### config.mk
export PLATFORM = sky130hd
export DESIGN_NAME = free_running_counter
export DESIGN_NICKNAME = d
export VERILOG_FILES = /design/src/rtl/frc_pkg.sv /design/src/rtl/tick_if.sv /design/src/rtl/free_running_counter.sv /design/src/rtl/tick_source.sv
export SDC_FILE = /design/constraint.sdc
export NUM_CORES = 1
export LEC_CHECK = 0
export ABC_AREA = 1
export BUFFER_PORTS_ARGS = -buffer_cell sky130_fd_sc_hd__buf_2
export CAP_MARGIN = 10
export CELL_PAD_IN_SITES_DETAIL_PLACEMENT = 0
export CELL_PAD_IN_SITES_GLOBAL_PLACEMENT = 2
export CORE_ASPECT_RATIO = 1.75
export CORE_MARGIN = 2
export CORE_UTILIZATION = 27
export CTS_CLUSTER_SIZE = 30
export DETAILED_ROUTE_END_ITERATION = 7
export PLACE_DENSITY = 0.82
export SKIP_LAST_GASP = 1
export SYNTH_ARGS = -nofsm -noshare
export SYNTH_HDL_FRONTEND = slang
export SYNTH_SLANG_ARGS = --single-unit
### constraint.sdc
create_clock -name clock -period 2 [get_ports clock]
set_input_delay 0.2 -clock clock [delete_from_list [all_inputs] [get_ports clock]]
set_output_delay 0.2 -clock clock [all_outputs]
set_load 0.01 [all_outputs]
### src/rtl/frc_pkg.sv
package frc_pkg;

  // ----------------------------------------------------------------
  // register map (byte addresses, one aligned word each)
  // ----------------------------------------------------------------
  localparam int ADDR_W = 5;
  localparam logic [4:0] OFS_CONTROL_ONE = 5'h00;
  localparam logic [4:0] OFS_CONTROL_TWO = 5'h04;
  localparam logic [4:0] OFS_STATUS = 5'h08;
  localparam logic [4:0] OFS_COUNT_HIGH = 5'h0C;
  localparam logic [4:0] OFS_COUNT_LOW = 5'h10;
  localparam logic [4:0] OFS_ALT_HIGH = 5'h14;
  localparam logic [4:0] OFS_ALT_LOW = 5'h18;

  typedef enum logic [2:0] {
    SEL_CONTROL_ONE = 3'h0,
    SEL_CONTROL_TWO = 3'h1,
    SEL_STATUS = 3'h2,
    SEL_COUNT_HIGH = 3'h3,
    SEL_COUNT_LOW = 3'h4,
    SEL_ALT_HIGH = 3'h5,
    SEL_ALT_LOW = 3'h6,
    SEL_NONE = 3'h7
  } reg_sel_e;

  // ----------------------------------------------------------------
  // field positions and reset values
  // ----------------------------------------------------------------
  localparam int IRQ_ENABLE_BIT = 7;
  localparam int EDGE_SELECT_BIT = 4;
  localparam int CLOCK_SELECT_LSB = 0;
  localparam int OVERFLOW_BIT = 5;
  localparam logic [7:0] CONTROL_RESET = 8'h00;
  localparam logic [15:0] COUNT_RESET = 16'hFFFC;
  localparam logic [15:0] COUNT_MAX = 16'hFFFF;

  // ----------------------------------------------------------------
  // clock source codes and prescale masks
  // ----------------------------------------------------------------
  localparam logic [1:0] CLK_DIV4 = 2'h0;
  localparam logic [1:0] CLK_DIV2 = 2'h1;
  localparam logic [1:0] CLK_DIV8 = 2'h2;
  localparam logic [1:0] CLK_EXT = 2'h3;
  localparam logic [2:0] DIV2_MASK = 3'h1;
  localparam logic [2:0] DIV4_MASK = 3'h3;
  localparam logic [2:0] DIV8_MASK = 3'h7;

  // ----------------------------------------------------------------
  // bus responses
  // ----------------------------------------------------------------
  localparam logic [1:0] RESP_OKAY = 2'h0;
  localparam logic [1:0] RESP_SLVERR = 2'h2;

endpackage : frc_pkg

### src/rtl/tick_if.sv
`timescale 1ns/1ps
`default_nettype none

interface tick_if;
  logic [1:0] clock_select;
  logic ext_edge_select;
  logic halt;
  logic tick;
  modport source (
    input clock_select,
    input ext_edge_select,
    input halt,
    output tick
  );
  modport sink (
    output clock_select,
    output ext_edge_select,
    output halt,
    input tick
  );
endinterface : tick_if

`default_nettype wire

### src/rtl/free_running_counter.sv
// The implementer's own choices: the register addresses and the AXI4-Lite register port.
`timescale 1ns/1ps
`default_nettype none

// What this block does
// - sixteen-bit free up-counter, two byte views
// - tick from clock divided 2/4/8 or pin
// - both select bits one picks external pin
// - edge bit picks rising or falling pin edge
// - pin increments aligned to the system clock
// - low byte writes reload FFFCh
// - reset starts count at FFFCh always
// - alternate view, never clears overflow flag
// - high byte read latches low byte
// - latched low byte frozen until low read
// - after sequence, low read gives live byte
// - wrap FFFFh to 0000h sets overflow flag
// - irq when enabled and global mask clear
// - flag clears on status read then low access
// - wait mode changes nothing
// - halt freezes count, resumes afterwards
// - unbonded pin reads as one
module free_running_counter
  import frc_pkg::*;
#(
  parameter int ADDR_WIDTH = ADDR_W,
  parameter bit PIN_BONDED = 1'b1
)
(
  // clock and reset
  input wire logic clock,
  input wire logic sys_rst,
  // axi4-lite write address
  input wire logic [ADDR_WIDTH-1:0] awaddr,
  input wire logic [2:0] awprot,
  input wire logic awvalid,
  output logic awready,
  // axi4-lite write data
  input wire logic [31:0] wdata,
  input wire logic [3:0] wstrb,
  input wire logic wvalid,
  output logic wready,
  // axi4-lite write response
  output logic [1:0] bresp,
  output logic bvalid,
  input wire logic bready,
  // axi4-lite read address
  input wire logic [ADDR_WIDTH-1:0] araddr,
  input wire logic [2:0] arprot,
  input wire logic arvalid,
  output logic arready,
  // axi4-lite read data
  output logic [31:0] rdata,
  output logic [1:0] rresp,
  output logic rvalid,
  input wire logic rready,
  // pins and cpu state
  input wire logic ext_clock_pin,
  input wire logic cpu_global_mask,
  input wire logic halt_mode,
  // to the rest of the timer
  output logic [15:0] counter_value,
  output logic timer_irq
);

  // ----------------------------------------------------------------
  // parameter checks
  // ----------------------------------------------------------------
  // the decoder needs every offset bit of the map
  if (ADDR_WIDTH < ADDR_W)
  begin : g_addr_too_narrow
    $error("ADDR_WIDTH too small for the register map");
  end

  // ----------------------------------------------------------------
  // address decode
  // ----------------------------------------------------------------
  function automatic reg_sel_e decode(input logic [ADDR_WIDTH-1:0] addr);
    reg_sel_e sel;
    logic [ADDR_WIDTH-1:0] upper;
    sel = SEL_NONE;
    upper = addr >> ADDR_W;
    if (upper == '0)
    begin
      unique case (addr[ADDR_W-1:0])
        OFS_CONTROL_ONE: sel = SEL_CONTROL_ONE;
        OFS_CONTROL_TWO: sel = SEL_CONTROL_TWO;
        OFS_STATUS: sel = SEL_STATUS;
        OFS_COUNT_HIGH: sel = SEL_COUNT_HIGH;
        OFS_COUNT_LOW: sel = SEL_COUNT_LOW;
        OFS_ALT_HIGH: sel = SEL_ALT_HIGH;
        OFS_ALT_LOW: sel = SEL_ALT_LOW;
        default: sel = SEL_NONE;
      endcase
    end
    return sel;
  endfunction : decode

  // either view of the low byte
  function automatic logic is_low_view(input reg_sel_e sel);
    return sel == SEL_COUNT_LOW || sel == SEL_ALT_LOW;
  endfunction : is_low_view

  // either view of the high byte
  function automatic logic is_high_view(input reg_sel_e sel);
    return sel == SEL_COUNT_HIGH || sel == SEL_ALT_HIGH;
  endfunction : is_high_view

  logic aw_held;
  logic w_held;
  logic [ADDR_WIDTH-1:0] aw_addr_q;
  logic [7:0] w_byte_q;
  logic w_lane_q;
  logic do_write;
  logic rd_take;
  reg_sel_e wr_sel;
  reg_sel_e rd_sel;

  logic [7:0] control_one;
  logic [7:0] control_two;
  logic overflow_flag;
  logic clear_armed;
  logic [7:0] low_buffer;
  logic seq_open;
  logic low_write;
  logic low_read;
  logic low_access;
  logic wrap;
  logic status_read;
  logic high_read;

  tick_if tk ();

  // ----------------------------------------------------------------
  // axi4-lite write channel
  // ----------------------------------------------------------------
  // address and data may arrive in either order
  assign awready = !aw_held && !bvalid;
  assign wready = !w_held && !bvalid;
  assign do_write = aw_held && w_held && !bvalid;
  assign wr_sel = decode(aw_addr_q);

  always_ff @(posedge clock)
  begin
    if (sys_rst)
    begin
      aw_held <= 1'b0;
      aw_addr_q <= '0;
    end
    else if (awvalid && awready)
    begin
      aw_held <= 1'b1;
      aw_addr_q <= awaddr;
    end
    else if (do_write)
      aw_held <= 1'b0;
  end

  always_ff @(posedge clock)
  begin
    if (sys_rst)
    begin
      w_held <= 1'b0;
      w_byte_q <= 8'h00;
      w_lane_q <= 1'b0;
    end
    else if (wvalid && wready)
    begin
      w_held <= 1'b1;
      w_byte_q <= wdata[7:0];
      w_lane_q <= wstrb[0];
    end
    else if (do_write)
      w_held <= 1'b0;
  end

  always_ff @(posedge clock)
  begin
    if (sys_rst)
    begin
      bvalid <= 1'b0;
      bresp <= RESP_OKAY;
    end
    else if (do_write)
    begin
      bvalid <= 1'b1;
      bresp <= (wr_sel == SEL_NONE) ? RESP_SLVERR : RESP_OKAY;
    end
    else if (bready)
      bvalid <= 1'b0;
  end

  // ----------------------------------------------------------------
  // control registers
  // ----------------------------------------------------------------
  always_ff @(posedge clock)
  begin
    if (sys_rst)
    begin
      control_one <= CONTROL_RESET;
      control_two <= CONTROL_RESET;
    end
    else if (do_write && w_lane_q)
    begin
      if (wr_sel == SEL_CONTROL_ONE)
        control_one <= w_byte_q;
      if (wr_sel == SEL_CONTROL_TWO)
        control_two <= w_byte_q;
    end
  end

  assign tk.clock_select = control_two[CLOCK_SELECT_LSB +: 2];
  assign tk.ext_edge_select = control_two[EDGE_SELECT_BIT];
  // only halt gates the tick; wait mode has no input here
  assign tk.halt = halt_mode;

  tick_source #(
    .PIN_BONDED(PIN_BONDED)
  ) u_tick (
    .clock(clock),
    .sys_rst(sys_rst),
    .ext_clock_pin(ext_clock_pin),
    .tk(tk)
  );

  // ----------------------------------------------------------------
  // counter
  // ----------------------------------------------------------------
  // any write to either low byte reloads, whatever the strobes
  assign low_write = do_write && is_low_view(wr_sel);
  assign wrap = tk.tick && !low_write && counter_value == COUNT_MAX;

  // reload outranks a tick in the same cycle
  always_ff @(posedge clock)
  begin
    if (sys_rst)
      counter_value <= COUNT_RESET;
    else if (low_write)
      counter_value <= COUNT_RESET;
    else if (tk.tick)
      counter_value <= counter_value + 16'h0001;
  end

  // ----------------------------------------------------------------
  // overflow flag and its two-step clear
  // ----------------------------------------------------------------
  // only the main low byte counts as the second step
  assign low_access = (rd_take && rd_sel == SEL_COUNT_LOW) ||
                      (do_write && wr_sel == SEL_COUNT_LOW);
  assign status_read = rd_take && rd_sel == SEL_STATUS;

  // a wrap in the clearing cycle wins
  always_ff @(posedge clock)
  begin
    if (sys_rst)
      overflow_flag <= 1'b0;
    else if (wrap)
      overflow_flag <= 1'b1;
    else if (clear_armed && low_access)
      overflow_flag <= 1'b0;
  end

  // a new wrap needs a fresh status read
  always_ff @(posedge clock)
  begin
    if (sys_rst)
      clear_armed <= 1'b0;
    else if (wrap || (clear_armed && low_access))
      clear_armed <= 1'b0;
    else if (status_read && overflow_flag)
      clear_armed <= 1'b1;
  end

  // level request, stays pending while masked
  always_ff @(posedge clock)
  begin
    if (sys_rst)
      timer_irq <= 1'b0;
    else
      timer_irq <= overflow_flag && control_one[IRQ_ENABLE_BIT] && !cpu_global_mask;
  end

  // ----------------------------------------------------------------
  // coherent sixteen-bit read
  // ----------------------------------------------------------------
  assign low_read = rd_take && is_low_view(rd_sel);
  assign high_read = rd_take && is_high_view(rd_sel);

  // high reads while open keep the first latch

  always_ff @(posedge clock)
  begin
    if (sys_rst)
    begin
      seq_open <= 1'b0;
      low_buffer <= 8'h00;
    end
    else if (low_read)
      seq_open <= 1'b0;
    else if (high_read && !seq_open)
    begin
      seq_open <= 1'b1;
      low_buffer <= counter_value[7:0];
    end
  end

  // ----------------------------------------------------------------
  // axi4-lite read channel
  // ----------------------------------------------------------------
  // one read in flight; arready drops while rvalid stands
  assign arready = !rvalid;
  assign rd_take = arvalid && arready;
  assign rd_sel = decode(araddr);

  always_ff @(posedge clock)
  begin
    if (sys_rst)
    begin
      rvalid <= 1'b0;
      rdata <= 32'h0000_0000;
      rresp <= RESP_OKAY;
    end
    else if (rd_take)
    begin
      rvalid <= 1'b1;
      rresp <= RESP_OKAY;
      rdata <= 32'h0000_0000;
      unique case (rd_sel)
        SEL_CONTROL_ONE: rdata[7:0] <= control_one;
        SEL_CONTROL_TWO: rdata[7:0] <= control_two;
        SEL_STATUS: rdata[OVERFLOW_BIT] <= overflow_flag;
        SEL_COUNT_HIGH, SEL_ALT_HIGH: rdata[7:0] <= counter_value[15:8];
        SEL_COUNT_LOW, SEL_ALT_LOW:
          rdata[7:0] <= seq_open ? low_buffer : counter_value[7:0];
        SEL_NONE: rresp <= RESP_SLVERR;
      endcase
    end
    else if (rready)
      rvalid <= 1'b0;
  end

endmodule : free_running_counter

`default_nettype wire

### src/rtl/tick_source.sv
`timescale 1ns/1ps
`default_nettype none

module tick_source
  import frc_pkg::*;
#(
  parameter bit PIN_BONDED = 1'b1
)
(
  // clock and reset
  input wire logic clock,
  input wire logic sys_rst,
  // external clock pin
  input wire logic ext_clock_pin,
  // count enable to the counter
  tick_if.source tk
);

  logic pin_seen;
  logic sync_first;
  logic sync_second;
  logic sync_prev;
  logic ext_edge;
  logic [2:0] div_count;
  logic [2:0] div_mask;

  assign pin_seen = PIN_BONDED ? ext_clock_pin : 1'b1;

  // ----------------------------------------------------------------
  // external pin synchroniser and edge detector
  // ----------------------------------------------------------------
  always_ff @(posedge clock)
  begin
    if (sys_rst)
    begin
      sync_first <= 1'b1;
      sync_second <= 1'b1;
      sync_prev <= 1'b1;
    end
    else
    begin
      sync_first <= pin_seen;
      sync_second <= sync_first;
      sync_prev <= sync_second;
    end
  end

  // edge select picks rising or falling transition
  assign ext_edge = tk.ext_edge_select ? (sync_second & ~sync_prev)
                                       : (~sync_second & sync_prev);

  // ----------------------------------------------------------------
  // prescaler
  // ----------------------------------------------------------------
  always_comb
  begin
    unique case (tk.clock_select)
      CLK_DIV2: div_mask = DIV2_MASK;
      CLK_DIV4: div_mask = DIV4_MASK;
      CLK_DIV8: div_mask = DIV8_MASK;
      CLK_EXT: div_mask = DIV8_MASK;
    endcase
  end

  always_ff @(posedge clock)
  begin
    if (sys_rst)
      div_count <= 3'h0;
    else if (!tk.halt)
      div_count <= div_count + 3'h1;
  end

  // one-cycle tick; frozen while halted
  always_ff @(posedge clock)
  begin
    if (sys_rst)
      tk.tick <= 1'b0;
    else if (tk.halt)
      tk.tick <= 1'b0;
    else if (tk.clock_select == CLK_EXT)
      tk.tick <= ext_edge;
    else
      tk.tick <= (div_count & div_mask) == div_mask;
  end

endmodule : tick_source

`default_nettype wire
# [Yosys cells after proc, flatten, opt, wreduce, memory -nomap -nowiden]
# Index checks and enable logic that the tools add are counted.
[totals] input_bits=62 ramBits=0 latchBits=0 memories=0 mem_bits_ro=0 regBits=81
[op_classes] n_addsub=2 n_div=0 order_cmp=0 shifts=0 n_reduce_logical=53 muxes=20 n_eq_ne=28 n_mul=0 n_bitwise=6
[ops] op="3-bit case mux with 7 select lines" count=2
[ops] op="5-bit == test (second input constant)" count=6
[ops] op="3-bit == test (second input constant)" count=7
[ops] op="1-bit logical AND" count=21
[ops] op="5-bit by 4-bit == test with 1-bit output (second input constant)" count=4
[ops] op="5-bit case mux with 4 select lines" count=1
[ops] op="16-bit by 1-bit adder with 16-bit output (second input constant)" count=1
[ops] op="16-bit == test (second input constant)" count=1
[ops] op="2-bit OR reduction" count=7
[ops] op="1-bit 2-to-1 mux" count=11
[ops] op="5-bit by 3-bit == test with 1-bit output (second input constant)" count=2
[ops] op="5-bit logical NOT" count=2
[ops] op="2-bit nonzero test" count=5
[ops] op="3-bit case mux with 3 select lines" count=1
[ops] op="8-bit 2-to-1 mux" count=1
[ops] op="2-bit case mux with 4 select lines" count=1
[ops] op="1-bit logical NOT" count=7
[ops] op="3-bit by 1-bit == test with 1-bit output (second input constant)" count=2
[ops] op="3-bit by 2-bit == test with 1-bit output (second input constant)" count=2
[ops] op="3-bit logical NOT" count=2
[ops] op="2-bit AND reduction" count=3
[ops] op="1-bit logical OR" count=5
[ops] op="1-bit case mux with 5 select lines" count=1
[ops] op="2-bit == test (second input constant)" count=2
[ops] op="8 further kinds" count=12

# [Longest topological paths before layout]
# Gate-level depths: netlist of the first run.
[depth] depth_word=10 depth_mapped=10 mapped_depth_nobuf=8

# [Cells and area by module]
# Synthesis of the first run repeated with hierarchy kept, for this count alone.
[unflattened] hier_cells=524 area_unflattened_um2=3808.7
[modules_own_cells] mod="free_running_counter" n_inst=1 seq_area_each_um2=1441.4 cells_per_inst=485 area_each_um2=3510.9
[modules_own_cells] mod="tick_source" n_inst=1 seq_area_each_um2=140.1 cells_per_inst=39 area_each_um2=297.8

# [Worst setup path after synthesis of the first run]
# Ideal clock, no wire load.
[synth_path] path_kind="reg-to-reg" startpoint="reg counter_value[0]" endpoint="reg counter_value[10]" setup_slack_ps=514 required_ps=1873 period_less_slack_ps=1486 t_arrival_ps=1359 setup_time_ps=127 stages_incl_launch_ff=7 cell_sequence="dfxtp_1 ha_1 nand3_1 nor3_1 nand2_1 o21ai_0 nand3_1"
[synth_via] elab_chain_cells=1
[synth_rtl] element="start, declared" line="free_running_counter.sv:62" source="output logic [15:0] counter_value,"
[synth_rtl] element="start signal, assigned" line="free_running_counter.sv:241" source="counter_value <= counter_value + 16'h0001;"
[synth_rtl] element="16-bit by 1-bit adder with 16-bit output" line="free_running_counter.sv:241"
# No other way between the ends.
# A chain may end at the register's enable or synchronous reset.

# [Worst setup path after layout of the first run]
[layout_path] startpoint="reg counter_value[2]" endpoint="reg counter_value[11]"
# The elaborated chain is that of the path after synthesis.

==> flow_summary.json, run 1 <==
{
  "setup_viol_count_final": 0,
  "p_leak_nw": 2.20,
  "seqPwrFrac_pct": 46.5,
  "reg2reg_from": "counter_value[2]",
  "rows": 56,
  "cts_resized": 0,
  "via_per_inst": 4.32,
  "placedInstanceArea_sq_mm": 0.00416,
  "io_buffers": 60,
  "postSynthAreaPerCell_sq_um": 6.94,
  "syn2layout_area_growth_pct": 19.3,
  "final.setup_skew_ns": 0.00808,
  "r2r-end": "counter_value[11]",
  "reg2reg_depth": 5,
  "grt_pass1_wl_um": 16000,
  "cts_setup_buffers": 0,
  "gp_congestion": 0.810,
  "hold_class": "input port to flop",
  "clock_sinks": 79,
  "io_pins": 120,
  "power_frac_comb_pct": 8.9,
  "cp.arrival_ns": 1.73,
  "hold_end": "timer_irq",
  "routed-via-count": 3387,
  "startpoint_type": "flop",
  "p_sw_share_pct": 24.8,
  "max_freq_mhz": 667,
  "synth.distinct_cells": 32,
  "maxCapViolCount": 0,
  "p_switching_w": 0.000890,
  "end_kind": "flop",
  "ys.flop_type": "dfxtp_1",
  "cts_buffer_depth": 2,
  "cp_cell_sequence": "nand3_1, or2_2, nor2_2, xor2_1, nand2_1",
  "clkSlewWorstSetupHoldPaths_ns": 0.06,
  "synth-edff-count": 0,
  "finalCritPeriodShare_pct": 75.0,
  "drcViolationCount": 0,
  "dr.pass1.iters": 4,
  "final_antenna_net_count": 0,
  "met1_usage_pct": 13.7,
  "initial_utilization_pct": 27.7,
  "ys_ff_latch": 79,
  "dp_hpwl_um": 7870,
  "yosysMostFrequentCell": "nor2_1",
  "drive_above_1_share_pct": 16.7,
  "tns_ns": 0,
  "period_needed_ns": 1.50,
  "clk_latency_ns": 0.34,
  "die_y_um": 160,
  "hold_path.startpoint": "cpu_global_mask",
  "rsz0062_at_grt": "no",
  "holdBufCountCts": 0,
  "grtUsageTotal_pct": 13.9,
  "busiest_layer": "met2",
  "synthTopCellsByArea": "dfxtp_1, nor2_1, nand2_1, o21ai_0, buf_4",
  "slowest_delay_ns": 0.46,
  "max-vdd-ir-drop_v": 0.000476,
  "worstHoldPathCells": 2,
  "synth-seq-area-share_pct": 42.4,
  "synth_top_area_cell": "dfxtp_1",
  "status": "completed",
  "syn_inst": 538,
  "final_cell_area_sq_mm": 0.00445,
  "cp-startpoint": "counter_value[2]",
  "worstSetupPathType": "flop to flop",
  "die-area_sq_mm": 0.0148,
  "grtUsageMet3_pct": 3.36,
  "clock-root-buffer": "clkbuf_16",
  "path_max_fanout": 6,
  "grt_pass1_vias": 3212,
  "internal_power_w": 0.00271,
  "grt_max_degree": 37,
  "synthArstFlopShare_pct": 0,
  "wl_per_cell_um": 12.7,
  "fp.dieW_um": 92.9,
  "yosysWarnings": 0,
  "syn_area_sq_mm": 0.00373,
  "synthTopCellsByCount": "nor2_1, nand2_1, dfxtp_1, o21ai_0, inv_1",
  "nNetsFinal": 669,
  "cts_buffers": 9,
  "grt_use_met2_pct": 27.4,
  "h-tree-depth": 3,
  "cts_tree": "yes",
  "grt_overflow": 0,
  "r2r_slack_ns": 0.50,
  "yosys.area.top_type_share_pct": 42.4,
  "crit_required_ns": 2.23,
  "finalHoldViolations": 0,
  "n_fill_cell": 1533,
  "routed_wl_um": 9990,
  "core-area_sq_mm": 0.0135,
  "antennaDiodeCount": 0,
  "clockPowerShare_pct": 44.6,
  "power.density_mw_per_mm2": 808,
  "slew_violations": 0,
  "drt_iter0_markers": 104,
  "antenna_found_initial": 0,
  "crit_slowest_cell": "dfxtp_1"
}
registers in the layout, indices dropped and copies added (netlist names), 3 cells and up:
register,cells
counter_value,16
control_one,8
control_two,8
low_buffer,8
rdata,8
w_byte_q,8
aw_addr_q,5
u_tick.div_count,3
cell families after synthesis:
kind of cell / share of synthesized area [%]
compound gates: 10.8
flops: 42.4
simple gates: 33.2
other cells: 0.100
fa+ha+maj: 0.670
xor+xnor: 1.17
buf+inv: 11.7
cell type report:
type / instances / area, sq um / share of cell area [%]
Inverter: 46 / 173 / 3.88
Tap cell: 174 / 218 / 4.89
Clock buffer: 10 / 229 / 5.14
Timing Repair Buffer: 71 / 383 / 8.60
Sequential cell: 79 / 1580 / 35.5
Clock inverter: 6 / 61.3 / 1.38
Multi-Input combinational cell: 398 / 1810 / 40.6
cell usage in the layout (no fill, tap or decap), types with 2 or more instances in the layout:
cell | netlist | layout
a21o_1 | 2 | 2
a21oi_1 | 21 | 21
buf_2 | 4 | 60
buf_4 | 27 | 11
clkbuf_16 | 0 | 9
clkinv_1 | 2 | 2
clkinv_2 | 0 | 3
conb_1 | 1 | 26
dfxtp_1 | 79 | 79
ha_1 | 2 | 2
inv_1 | 42 | 42
inv_2 | 2 | 2
nand2_1 | 103 | 103
nand3_1 | 30 | 30
nand3_4 | 2 | 2
nand4_1 | 9 | 9
nor2_1 | 125 | 125
nor2_2 | 3 | 3
nor2_4 | 2 | 2
nor3_1 | 6 | 6
o21a_1 | 2 | 2
o21ai_0 | 49 | 49
or2_2 | 4 | 4
xor2_1 | 5 | 5
how the worst max path moves through the flow:
stage	slack (ns)	depth (start not counted)	endpoint
6_report	0.50	5	counter_value[11]
5_1_grt	0.33	5	counter_value[5]
4_1_cts	0.46	6	counter_value[11]
3_5_place_dp	0.47	6	counter_value[11]
3_3_place_gp	0.49	6	counter_value[11]
2_1_floorplan	0.51	6	counter_value[10]
critical path: cells and delay by family, from the launching register on:
kind	cells	cell delay [ns]
DFF	1	0.46
and+or+nand+nor	4	0.76
xor gates and xnor gates	1	0.18
power by group through the flow:
stage,Combinational [W],Clock [W],Sequential (W)
finish,0.000319,0.00161,0.00167
global route,0.000366,0.00171,0.00168
CTS,0.000324,0.00165,0.00167
detailed placement,0.000324,0,0.00171
global placement,0.000317,0,0.00171
floorplan,0.000242,0,0.00171
per-layer routing:
metal | up-vias | share of wire (%)
met1 | 1525 | 37
li1 | 1794 | -
met5 | - | 0
met3 | 10 | 3.7
met2 | 58 | 57
met4 | 0 | 1.6
stage by stage:
step | power (W) | hold slack, ns | worst slack (ns) | utilization (%) | cells
5_1_grt | 0.00375 | 0.0186 | 0.327 | 33.1 | 784
6_report | 0.00360 | 0.0269 | 0.501 | 33.1 | 784
3_3_place_gp | 0.00202 | 0.371 | 0.491 | 30.9 | 768
2_1_floorplan | 0.00195 | 0.277 | 0.514 | - | 563
4_1_cts | 0.00364 | 0.0186 | 0.464 | 33.1 | 784
3_5_place_dp | 0.00203 | 0.376 | 0.472 | 30.9 | 768
No activity file was read; power rests on OpenSTA's default activity.
==> run 2, diff against run 1 <==
Clock period 2 ns to 1.4 ns, I/O delays scaled along.
==> run 2 against run 1 <==
  * Register-to-register slack lost 0.41 ns
  * Via count grew 5.6%
  * Clock power grew 60%
  * Largest cell class unchanged
  * Sequential power grew 43%
  * Critical path type unchanged
  * Sequential cell count is the same
==> flow_summary.json, run 2 (synthesis gave the netlist of run 1 again) <==
{
  "status": "completed",
  "grt_max_degree": 56,
  "rsz0062_at_grt": "yes",
  "grtUsageMet3_pct": 3.45,
  "regMostFlops": "counter_value",
  "startpoint_type": "flop",
  "max_freq_mhz": 762,
  "largest_reg_flops": 16,
  "finalCritPeriodShare_pct": 93.7,
  "finalHoldViolations": 0,
  "die-area_sq_mm": 0.0148,
  "grt_overflow": 0,
  "clk_latency_ns": 0.34,
  "cp-startpoint": "counter_value[0]",
  "path_max_fanout": 5,
  "core-area_sq_mm": 0.0135,
  "busiest_layer": "met2",
  "crit_required_ns": 1.63,
  "hold_class": "input port to flop",
  "grtUsageTotal_pct": 14.1,
  "routed-via-count": 3578,
  "dp_hpwl_um": 8120,
  "mostFrequentLayoutCell": "nor2_1",
  "setup_viol_count_final": 0,
  "final_antenna_net_count": 0,
  "rows": 56,
  "dr.pass1.iters": 4,
  "grt_use_met2_pct": 26.3,
  "max-vdd-ir-drop_v": 0.000591,
  "cts_setup_buffers": 0,
  "initial_utilization_pct": 27.7,
  "gp_congestion": 0.788,
  "io_pins": 120,
  "end_kind": "flop",
  "power.density_mw_per_mm2": 1140,
  "period_needed_ns": 1.31,
  "p_leak_nw": 2.37,
  "grt_pass1_wl_um": 16300,
  "met1_usage_pct": 13.9,
  "total_power_w": 0.00545,
  "cts_tree": "yes",
  "syn2layout_area_growth_pct": 28.5,
  "reg2reg_from": "counter_value[0]",
  "cts_buffers": 9,
  "final.setup_skew_ns": 0.00778,
  "fp.dieW_um": 92.9,
  "h-tree-depth": 3,
  "cp.arrival_ns": 1.54,
  "wl_per_cell_um": 12.7,
  "final_util_pct": 35.7,
  "die_y_um": 160,
  "mostFrequentLayoutCells": "nor2_1, nand2_1, dfxtp_1, buf_2, o21ai_0",
  "grt_pass1_vias": 3384,
  "clkSlewWorstSetupHoldPaths_ns": 0.06,
  "cts_buffer_depth": 2,
  "hold_path.startpoint": "halt_mode",
  "clock-root-buffer": "clkbuf_16",
  "antennaDiodeCount": 0,
  "drcViolationCount": 0,
  "routed_wl_um": 10300,
  "maxCapViolCount": 0,
  "clock_sinks": 79,
  "io_buffers": 60,
  "via_per_inst": 4.39,
  "antenna_found_initial": 0,
  "worstSetupPathType": "flop to flop",
  "tns_ns": 0,
  "drive_above_1_share_pct": 22.6,
  "drt_iter0_markers": 122,
  "nNetsFinal": 700,
  "slew_violations": 0
}
## run 2: cell types whose count changed in the layout (fill, tap and decap cells not counted), sizes merged
cell         before  now
clkinv            6    3
clkinvlp          1    0
dlygate4sd3       0    2
clkbuf           10   13
buf              71  100
bufinv            1    2
## run 2: metal layers
metal,share of wire [%],vias up,routed length [um]
li1,-,1858,-
met2,55,74,5660
met1,38,1625,3900
met3,3.6,21,374
met5,0,-,0
met4,3.7,0,387
## run 2: final timing paths
| path | end | slack [ns] | depth (start not counted) |
|---|---|---|---|
| worst max-delay path | counter_value[10] | 0.09 | 7 |
| worst min-delay path | u_tick.tk.tick | 0.003 | 2 |
| worst max register to register | counter_value[10] | 0.09 | 7 |
| worst min register to register | u_tick.sync_second | 0.41 | 1 |
## run 2: metrics by stage
stage	instance area (sq um)	std cells	hold slack, ns	worst slack, ns
after floorplan	3830	563	0.217	0.0282
after CTS	4750	815	0.00525	0.0114
final	4800	815	0.00302	0.0877
after detailed placement	4400	797	0.317	-0.0216
after global placement	4400	797	0.310	0.0145
after global routing	4800	815	0.00162	-0.0423
## run 2: cell type report
class | count | area, sq um
inverters | 46 | 173
clock inverters | 3 | 65.1
well taps | 174 | 218
fillers | 1495 | 8660
flip-flops and latches | 79 | 1590
repair buffers | 102 | 637
clock buffers | 13 | 260
multi-input cells | 398 | 1860
## run 2: worst max-delay path, cell delays in order, from the launching register on
cell,delay (ns)
dfxtp_4,0.36
ha_2,0.19
nand3_2,0.10
nor3_2,0.11
buf_4,0.15
nand2_1,0.09
o21ai_1,0.13
nand3_1,0.07
## run 2: power by group
part           total (W)  internal (W)  switching (W)
sequential       0.00239       0.00233      0.0000545
clock            0.00258       0.00166       0.000922
combinational   0.000482      0.000177       0.000305
## run 2: what timing repair did
| item | in CTS | in global routing |
|---|---|---|
| pin swaps | 0 | 3 |
| hold endpoints to repair | 2 | 0 |
| endpoints found under the setup margin | 5 | 34 |
| gates resized for setup | 3 | 16 |
| hold buffers | 2 | 0 |
